## config.mk

```make
export PLATFORM = sky130hd
export DESIGN_NAME = spseq_device_flat
export DESIGN_NICKNAME = d
export VERILOG_FILES = /design/src/spseq_pkg.sv /design/src/spseq_if.sv /design/src/spseq_device.sv /design/src/flat_wrapper.sv
export SDC_FILE = /design/constraint.sdc
export NUM_CORES = 1
export LEC_CHECK = 0
export BUFFER_PORTS_ARGS = -buffer_cell sky130_fd_sc_hd__buf_2
export CORE_UTILIZATION = 35
export DETAILED_ROUTE_END_ITERATION = 8
export PLACE_DENSITY = 0.56
export SETUP_SLACK_MARGIN = 0.5
export SLEW_MARGIN = 40
export SYNTH_ARGS = -nofsm -noshare
export SYNTH_HDL_FRONTEND = slang
export SYNTH_SLANG_ARGS = --single-unit
```

## constraint.sdc

```tcl
create_clock -name clk_sys -period 1.7 [get_ports clk_sys]
set_input_delay 0.17 -clock clk_sys [delete_from_list [all_inputs] [get_ports clk_sys]]
set_output_delay 0.17 -clock clk_sys [all_outputs]
set_load 0.02 [all_outputs]
```

## src/spseq_pkg.sv

```systemverilog
// Shared constants and types of the stepper phase sequencer
package spseq_pkg;
   // Sequencer position: eight half-step positions, odd ones are full-step pairs
   localparam logic [2:0] POS_RESET      = 3'h1;  // One-positive and two-negative excited
   localparam int         SYS_CLK_HZ     = 50000000;
   localparam int         MODE_HOLD_NS   = 5000;
   localparam int         DIR_HOLD_NS    = 6250;
   localparam int         RESET_WAIT_NS  = 10000;
   localparam int         PULSE_BOTH_NS  = 20000;
   localparam int         PULSE_ONE_NS   = 10000;
   localparam int         NS_PER_S       = 1000000000;
   localparam int         CLK_NS         = NS_PER_S / SYS_CLK_HZ;
   localparam int         MODE_HOLD_CYC  = (MODE_HOLD_NS + CLK_NS - 1) / CLK_NS;
   localparam int         DIR_HOLD_CYC   = (DIR_HOLD_NS + CLK_NS - 1) / CLK_NS;
   localparam int         RESET_WAIT_CYC = (RESET_WAIT_NS + CLK_NS - 1) / CLK_NS;
   localparam int         PULSE_BOTH_CYC = (PULSE_BOTH_NS + CLK_NS - 1) / CLK_NS;
   localparam int         PULSE_ONE_CYC  = (PULSE_ONE_NS + CLK_NS - 1) / CLK_NS;
   localparam int         TIMER_W        = 12;
   // Three-level fault type code
   typedef enum logic [1:0] {
      SPSEQ_FT_NONE,
      SPSEQ_FT_OPEN,
      SPSEQ_FT_OVERCURRENT,
      SPSEQ_FT_OVERHEAT
   } spseq_fault_t;
endpackage

```

## src/spseq_if.sv

```systemverilog
// Pins between the motion controller and the phase sequencer
`timescale 1ns/1ps
interface spseq_if;
   logic                      step_clock;
   logic                      excitation_select;
   logic                      edge_select;
   logic                      direction_select;
   logic                      system_reset_low;
   logic                      enable;
   logic                      winding_one_pos;
   logic                      winding_one_neg;
   logic                      winding_two_pos;
   logic                      winding_two_neg;
   logic                      fault_flag_low_o;
   logic                      fault_flag_low_oe_n;
   spseq_pkg::spseq_fault_t   fault_type_level;
   // Open-drain wire with pull-up: low only while driven
   wire fault_flag_low = (!fault_flag_low_oe_n) ? fault_flag_low_o : 1'b1;
   modport device (
      input  step_clock, excitation_select, edge_select, direction_select, system_reset_low, enable,
      output winding_one_pos, winding_one_neg, winding_two_pos, winding_two_neg,
      output fault_flag_low_o, fault_flag_low_oe_n, fault_type_level
   );
   modport ctrl (
      output step_clock, excitation_select, edge_select, direction_select, system_reset_low, enable,
      input  winding_one_pos, winding_one_neg, winding_two_pos, winding_two_neg,
      input  fault_flag_low, fault_type_level
   );
endinterface

```

## src/spseq_device.sv

```systemverilog
// Device end: phase sequencer with latched fault protection
//
// Functional notes
// - Low selects full-step, high selects half-step
// - Edge select high: rising only; low: both
// - Controller keeps modes still near clock edges
// - Controller limits step clock frequency
// - Controller keeps minimum step pulse width
// - Duty 40-50 percent, both edges; controller gives at most about 38 percent, holds lengthen low
// - Direction low clockwise, high counterclockwise
// - Controller holds direction around each edge
// - Internal reset: power-on plus external reset
// - Reset release starts at one-pos two-neg
// - Enable low forces all windings off
// - Enable low freezes all internal state; overcurrent and overheat latches still set while disabled
// - Enable high resumes the held phase
// - Step period ramp is left to the caller; controller does not ramp
// - Any latched fault pulls flag low
// - Fault type encoded on three-level output
// - Faults latch and keep windings off
// - Only reset or power cycle clears faults
// - Controller waits after reset before stepping
// - Controller holds enable low at power-up
// - No flyback in PWM off means open
`timescale 1ns/1ps
module spseq_device (
   input  wire logic    clk_sys,
   input  wire logic    reset,
   spseq_if.device      pins,
   input  wire logic    pwm_off_window,
   input  wire logic    flyback_seen,
   input  wire logic    overcurrent_trip,
   input  wire logic    overheat_trip
);
   typedef struct packed {
      logic [2:0]              pos;
      logic                    clk_prev;
      logic                    rst_prev;
      logic                    open_ff;
      logic                    oc_ff;
      logic                    oh_ff;
      logic [3:0]              drive;
      logic                    flag_oe_n;
      spseq_pkg::spseq_fault_t ftype;
   } spseq_dev_state_t;

   spseq_dev_state_t st_ff;
   spseq_dev_state_t nxt_st;

   // Half-step position to winding pattern {1p,1n,2p,2n}
   function automatic logic [3:0] spseq_pattern(input logic [2:0] p);
      case (p)
         3'h0:    spseq_pattern = 4'h8;
         3'h1:    spseq_pattern = 4'h9;
         3'h2:    spseq_pattern = 4'h1;
         3'h3:    spseq_pattern = 4'h5;
         3'h4:    spseq_pattern = 4'h4;
         3'h5:    spseq_pattern = 4'h6;
         3'h6:    spseq_pattern = 4'h2;
         3'h7:    spseq_pattern = 4'ha;
         default: spseq_pattern = 4'h0;
      endcase
   endfunction

   logic sys_rst;
   logic step_edge;
   logic any_fault;
   logic [2:0] step_size;

   always_comb begin
      // Power-on reset arrives as reset; both clear everything
      sys_rst = reset || !pins.system_reset_low;
      step_edge = pins.edge_select ? (pins.step_clock && !st_ff.clk_prev)
                                   : (pins.step_clock != st_ff.clk_prev);
      // Full-step keeps odd positions; half-step moves one; entry from half snaps forward
      if (pins.excitation_select) begin
         step_size = 3'h1;
      end else begin
         step_size = st_ff.pos[0] ? 3'h2 : 3'h1;
      end
      nxt_st = st_ff;
      if (sys_rst) begin
         nxt_st = '0;
         nxt_st.pos = spseq_pkg::POS_RESET;
         nxt_st.clk_prev = pins.step_clock;
         nxt_st.flag_oe_n = 1'b1;
      end else begin
         // Overcurrent and overheat latch regardless, open only while enabled; stepping frozen while disabled
         if (pwm_off_window && !flyback_seen && pins.enable) begin
            nxt_st.open_ff = 1'b1;
         end
         if (overcurrent_trip) begin
            nxt_st.oc_ff = 1'b1;
         end
         if (overheat_trip) begin
            nxt_st.oh_ff = 1'b1;
         end
         if (pins.enable) begin
            nxt_st.clk_prev = pins.step_clock;
            if (step_edge) begin
               if (pins.direction_select) begin
                  nxt_st.pos = st_ff.pos - step_size;
               end else begin
                  nxt_st.pos = st_ff.pos + step_size;
               end
            end
         end
      end
      any_fault = nxt_st.open_ff || nxt_st.oc_ff || nxt_st.oh_ff;
      // Windings show held position again on enable return
      if (!pins.enable || any_fault || sys_rst) begin
         nxt_st.drive = 4'h0;
      end else begin
         nxt_st.drive = spseq_pattern(nxt_st.pos);
      end
      nxt_st.flag_oe_n = !any_fault;
      // Overheat outranks overcurrent outranks open terminal
      if (nxt_st.oh_ff) begin
         nxt_st.ftype = spseq_pkg::SPSEQ_FT_OVERHEAT;
      end else if (nxt_st.oc_ff) begin
         nxt_st.ftype = spseq_pkg::SPSEQ_FT_OVERCURRENT;
      end else if (nxt_st.open_ff) begin
         nxt_st.ftype = spseq_pkg::SPSEQ_FT_OPEN;
      end else begin
         nxt_st.ftype = spseq_pkg::SPSEQ_FT_NONE;
      end
   end

   always_ff @(posedge clk_sys) begin
      if (reset) begin
         // Whole-word clear first so the enum field needs no cast
         st_ff           <= '0;
         st_ff.pos       <= spseq_pkg::POS_RESET;
         st_ff.flag_oe_n <= 1'b1;
      end else begin
         st_ff <= nxt_st;
      end
   end

   assign pins.winding_one_pos     = st_ff.drive[3];
   assign pins.winding_one_neg     = st_ff.drive[2];
   assign pins.winding_two_pos     = st_ff.drive[1];
   assign pins.winding_two_neg     = st_ff.drive[0];
   assign pins.fault_flag_low_o    = 1'b0;
   assign pins.fault_flag_low_oe_n = st_ff.flag_oe_n;
   assign pins.fault_type_level    = st_ff.ftype;
endmodule // spseq_device

```

## src/flat_wrapper.sv

```systemverilog
// flat-port wrapper written by rule: the top's interface ports become plain ports
module spseq_device_flat 
  (clk_sys, reset, pwm_off_window, flyback_seen, overcurrent_trip, overheat_trip, pins_step_clock, pins_excitation_select, pins_edge_select, pins_direction_select, pins_system_reset_low, pins_enable, pins_winding_one_pos, pins_winding_one_neg, pins_winding_two_pos, pins_winding_two_neg, pins_fault_flag_low_o, pins_fault_flag_low_oe_n, pins_fault_type_level);
  spseq_if pins_i ();
  input  wire logic clk_sys;
  input  wire logic reset;
  input  wire logic pwm_off_window;
  input  wire logic flyback_seen;
  input  wire logic overcurrent_trip;
  input  wire logic overheat_trip;
  input wire logic [$bits(pins_i.step_clock)-1:0] pins_step_clock;
  input wire logic [$bits(pins_i.excitation_select)-1:0] pins_excitation_select;
  input wire logic [$bits(pins_i.edge_select)-1:0] pins_edge_select;
  input wire logic [$bits(pins_i.direction_select)-1:0] pins_direction_select;
  input wire logic [$bits(pins_i.system_reset_low)-1:0] pins_system_reset_low;
  input wire logic [$bits(pins_i.enable)-1:0] pins_enable;
  output wire logic [$bits(pins_i.winding_one_pos)-1:0] pins_winding_one_pos;
  output wire logic [$bits(pins_i.winding_one_neg)-1:0] pins_winding_one_neg;
  output wire logic [$bits(pins_i.winding_two_pos)-1:0] pins_winding_two_pos;
  output wire logic [$bits(pins_i.winding_two_neg)-1:0] pins_winding_two_neg;
  output wire logic [$bits(pins_i.fault_flag_low_o)-1:0] pins_fault_flag_low_o;
  output wire logic [$bits(pins_i.fault_flag_low_oe_n)-1:0] pins_fault_flag_low_oe_n;
  output wire logic [$bits(pins_i.fault_type_level)-1:0] pins_fault_type_level;
  assign pins_i.step_clock = pins_step_clock;
  assign pins_i.excitation_select = pins_excitation_select;
  assign pins_i.edge_select = pins_edge_select;
  assign pins_i.direction_select = pins_direction_select;
  assign pins_i.system_reset_low = pins_system_reset_low;
  assign pins_i.enable = pins_enable;
  assign pins_winding_one_pos = pins_i.winding_one_pos;
  assign pins_winding_one_neg = pins_i.winding_one_neg;
  assign pins_winding_two_pos = pins_i.winding_two_pos;
  assign pins_winding_two_neg = pins_i.winding_two_neg;
  assign pins_fault_flag_low_o = pins_i.fault_flag_low_o;
  assign pins_fault_flag_low_oe_n = pins_i.fault_flag_low_oe_n;
  assign pins_fault_type_level = pins_i.fault_type_level;
  spseq_device u_core (.clk_sys(clk_sys), .reset(reset), .pins(pins_i), .pwm_off_window(pwm_off_window), .flyback_seen(flyback_seen), .overcurrent_trip(overcurrent_trip), .overheat_trip(overheat_trip));
endmodule
```

* After elaboration in Yosys (flattened, before gate mapping) *
Memory sizes are Yosys's and may differ from the RTL's. A register that Yosys moved wholly into a read port is not among the register bits.
Cells that the tools add are included.

word-level totals
  flip-flop bits (word level) = 10
  bits in read-only memories = 32
  logic and storage cells = 40
  memories kept = 1

memories
  name              words  bits a word  rd ports  clocked after Yosys merged registers in  wr ports  line                RTL
  (name not given)  8      4            1         1                                        0         spseq_device.sv:52  case (p)

cells by class
  $add $sub $neg = 2
  eq/ne operators = 1
  multiplexer cells = 14
  reduce and logical (&&, ||, !) cells = 15

operator list
  operator            number
  two-way mux 3 bit   4
  two-way mux 4 bit   2
  two-way mux 2 bit   3
  logical NOT 1 bit   5
  logical OR 1 bit    5
  two-way mux 1 bit   5
  adder 3 bit         1
  logical AND 1 bit   3
  subtractor 3 bit    1
  nonzero test 2 bit  1
  OR reduction 2 bit  1
  != test 1 bit       1

* Logic depth before layout (Yosys ltp) *
  word-level depth = 10
  mapped depth = 7

* Least setup slack after synthesis *
Ideal clock, no wire load.

  path type = register to register
  start point = register u_core.st_ff[12] in the netlist's numbering
  end point = register u_core.pins.winding_one_pos (netlist name)
  data arrival time = 1.707 ns
  setup slack = -0.130 ns
  stages on the path, launching flop included = 8
  path buffers = 0
  cell sequence = dfxtp_1 > inv_1 > o21ai_0 > fa_1 > xor2_1 > o41a_1 > o221ai_1 > a21oi_1

on the way
  cells in the longest elaborated chain, start to end = 7

RTL lines
  item                                             line                                      RTL
  start, declared                                  spseq_device.sv:47                        spseq_dev_state_t st_ff;
  start signal, assigned                           spseq_device.sv:136                       st_ff <= nxt_st;
  two-way mux 2 bit                                spseq_device.sv:79                        step_size = st_ff.pos[0] ? 3'h2 : 3'h1;
  two-way mux 3 bit                                spseq_device.sv:76                        if (pins.excitation_select) begin
  adder 3 bit or subtractor 3 bit (tied branches)  spseq_device.sv:104, spseq_device.sv:102
  two-way mux 3 bit                                spseq_device.sv:101                       if (pins.direction_select) begin
  two-way mux 3 bit                                spseq_device.sv:100                       if (step_edge) begin
  two-way mux 4 bit *                              spseq_device.sv:98                        if (pins.enable) begin
  two-way mux 4 bit *                              spseq_device.sv:82                        if (sys_rst) begin

Every way passes the cells marked *; elsewhere a longest branch is shown, timed or not. The select of a mux whose other input is x is not followed.
A chain may end at the register's enable or synchronous reset.

* Worst setup path in the final report *
  start point = register u_core.st_ff[12] in the netlist's numbering
  end point = register u_core.pins.winding_one_pos (netlist name)

on the way
  cells in the longest elaborated chain, start to end = 7

RTL lines
  item                                             line
  two-way mux 2 bit                                spseq_device.sv:79
  two-way mux 3 bit                                spseq_device.sv:76
  adder 3 bit or subtractor 3 bit (tied branches)  spseq_device.sv:104, spseq_device.sv:102
  two-way mux 3 bit                                spseq_device.sv:101
  two-way mux 3 bit                                spseq_device.sv:100
  two-way mux 4 bit *                              spseq_device.sv:98
  two-way mux 4 bit *                              spseq_device.sv:82

Marks and branches as above.

==> key figures <==
Critical path
  • Crit end category: flop
  • Crit path max fanout: 4
  • Critical path class: reg -> reg
  • Worst endpoint required time: ~1.9 ns
  • Critical path startpoint: u_core.st_ff[12]$_SDFF_PP1_
  • Critical path startpoint category: flop
  • Reg2Reg Depth: 7
  • Reg-to-reg startpoint: u_core.st_ff[12]$_SDFF_PP1_
  • Crit path DAT: 1.94 ns

Synthesis
  • Post-synthesis cell type count: 37
  • Syn. warnings: 0
  • Synth async-reset ratio: 0%
  • Synth area leader: dfxtp_1
  • Post-Syn Area per Cell: approximately 9.6 µm²
  • Syn nets: 90
  • Most frequent cells after synthesis: dfxtp_1, nor2_1
  • Count leader, synth: dfxtp_1
  • Most used DFF post-synth: dfxtp_1
  • Number of synthesized flops with an enable pin: 0
  • Mapped cell area: between 700 and 800 µm²
  • Register area share after synthesis: about two fifths
  • Main area contributors after synthesis: dfxtp_1, a2111oi_4, nor2_1, buf_4, a41o_1
  • Gate Count Post-Synth: 76
  • Area share of the largest cell type after synthesis: between 30% and 40%
  • Synth Register Bits: 14

Finish
  • Diode count: 0
  • FF+latch area: 283 µm²
  • Fill cells: 209
  • Share of cells above drive strength 1: between 40 and 50%
  • Area Overhead vs Synth: 33.8%
  • Fin cells: about 130
  • Nets: approximately 120
  • Area of the multi-input gates: a little under 500 µm²

Power and ir drop
  • Lkg Pwr: 0.393 nW
  • Tot Pwr: 0.696 mW
  • Sw Share: about 28%
  • Clk pwr share: about a quarter
  • Internal: roughly 0.5 mW
  • Power Density: 709 mW/mm²
  • Seq pwr share: about half
  • Switching power: between 0.15 and 0.2 mW
  • Peak supply drop: about 0.39 mV
  • Logic pwr share: between 20% and 30%

Timing
  • Final period util: 105%
  • Max Fclk: between 0.5 and 0.6 GHz
  • Hold slack: 0.0612 ns
  • Final Max Slew Viols: 0
  • PnR worst setup slack: -0.0813 ns
  • Final setup violation count: 5
  • Minimum clock period: ~1.8 ns
  • Clock Skews: between 0.0007 and 0.0008 ns
  • Unrepaired setup endpoints after global routing: yes
  • Hold Vio Cnt, Final: 0

Floorplan
  • Row count: 16
  • Core Box Area: 0.00196 mm²
  • Die Ht: roughly 48 µm
  • Initial Util: 37.4%
  • IO Pins: 20
  • Die Area: 0.00228 mm²
  • DIE WIDTH: 47.8 µm

Clock tree
  • Hold_buf cts: 0
  • H-tree Lvls: 1
  • CTS tree: built
  • Clock Tree Root: clkbuf_4
  • Clk_lat worst skew: between 0.2 and 0.3 ns
  • CTS buffer count: 3
  • Clock transition at the registers of the reported paths: 0.07 ns
  • Sink Count: 14
  • Maximum root-to-sink buffer count: 2

Routing
  • Wirelength per Cell: roughly 12 µm
  • Avg Vias per Cell: 5.07
  • Total Routed Length: between 1.5 and 2 mm
  • Vias: around 640
  • Antenna viol nets, final: 0
  • Remaining DRCs: 0
  • First-pass iteration count of the detailed router: 3
  • DR iter-0 viols: 2

Hold path
  • Hold depth: 2
  • Hold path startpoint: reset
  • Hold Path Class: in -> reg

Job
  • Max Cap Viol: 0

GRT
  • Global route total overflow: 0
  • Vias in the first global route: 550
  • Initial antenna violation count: 0
  • First-pass GRT wire length: around 2.3 mm
  • Tot GR Track Use: between 10 and 15%
  • Largest net degree at the start of global routing: 10

Place
  • IO Port Bufs: 18
  • Placed Instances: 122
  • Place WS: -0.139 ns
  • Routability congestion estimate from global placement: 0.788
  • Post-detail-place hpwl: between 1 and 1.5 mm

Status
  • Failing checks: negative setup slack
  • Status: finished, violations left
==> final timing paths <==
path | endpoint | slack (ns)
hold / removal | u_core.st_ff[11]$_SDFFE_PP0P_ | 0.06
setup / recovery | u_core.pins.winding_one_pos$_SDFF_PP0_ | -0.08
setup reg to reg | u_core.pins.winding_one_pos$_SDFF_PP0_ | -0.08
hold reg to reg | u_core.st_ff[7]$_SDFF_PP0_ | 0.49
==> per-stage QoR <==
| stage | util (%) | setup TNS [ns] | instance area, µm² |
|---|---|---|---|
| 3_3_place_gp | 46.0 | -0.378 | 903 |
| 5_1_grt | 50.0 | -0.680 | 981 |
| 3_5_place_dp | 46.0 | -0.469 | 903 |
| 4_1_cts | 49.8 | -0.334 | 977 |
| 6_report | 50.0 | -0.284 | 981 |
| 2_1_floorplan | - | -0.113 | 772 |
==> cell type report <==
class / instances / area share [%]
clock buffer: 3 / 2.30
inverter: 4 / 1.53
multi-input combinational: 55 / 49.7
sequential: 14 / 28.8
tap: 27 / 3.44
timing repair buffer: 24 / 14.2
==> critical path: stages (launching register included) <==
cell and delay [ns]:
dfxtp_2 0.33, inv_2 0.08, o21ai_2 0.06, fa_2 0.37
xor2_4 0.19, o41a_1 0.36, o221ai_1 0.18, a21oi_1 0.09
==> power groups by stage <==
stage                     Combinational [mW]  Clock, mW  Sequential [mW]
after floorplan                        0.109          0            0.356
after global placement                 0.156          0            0.352
after detailed placement               0.157          0            0.353
after CTS                              0.175      0.184            0.346
after global routing                   0.190      0.194            0.347
final                                  0.174      0.176            0.345
==> repair_timing <==
| item | CTS | global route |
|---|---|---|
| buffers inserted | 2 | 0 |
| setup endpoints to repair | 7 | 7 |
| endpoints found under the hold margin | 0 | 0 |
| cloned | 0 | 0 |
| gates resized for setup | 9 | 1 |
| pin swaps | 11 | 1 |
==> state kept, by name (all words and copies together) (netlist names) <==
name and cells:
u_core.st_ff 7, u_core.pins.fault_type_level 2, u_core.pins.fault_flag_low_oe_n 1, u_core.pins.winding_one_neg 1, u_core.pins.winding_one_pos 1, u_core.pins.winding_two_neg 1
u_core.pins.winding_two_pos 1
==> routing by layer <==
metal	track usage [%]	routed length, µm	share of wire [%]
met5	0	0	0
met3	3.40	47	3.0
met4	6.67	12	0.78
met2	25.9	782	51
met1	17.1	700	45
==> logic make-up after synthesis <==
group | after synthesis | share of synthesized area, %
buffers and inverters | 7 | 5.12
AO/OA/AOI/OAI | 21 | 27.8
adder cells (fa/ha/maj) | 2 | 4.44
flip-flops | 14 | 38.2
XOR/XNOR | 1 | 1.19
AND/OR/NAND/NOR | 30 | 22.7
other | 1 | 0.511
==> layout by cell type (no fill, tap or decap), drive strengths merged, types with 2 or more instances in the layout <==
| master | count |
|---|---|
| o21ai | 2 |
| and2 | 2 |
| a31oi | 2 |
| nor2b | 3 |
| a41o | 2 |
| nor2 | 12 |
| nor3 | 2 |
| inv | 4 |
| a2111oi | 2 |
| nor4 | 2 |
| nand2b | 3 |
| clkbuf | 3 |
| a21oi | 2 |
| dfxtp | 14 |
| buf | 24 |
Note: power is estimated with default switching activity, not from simulation.
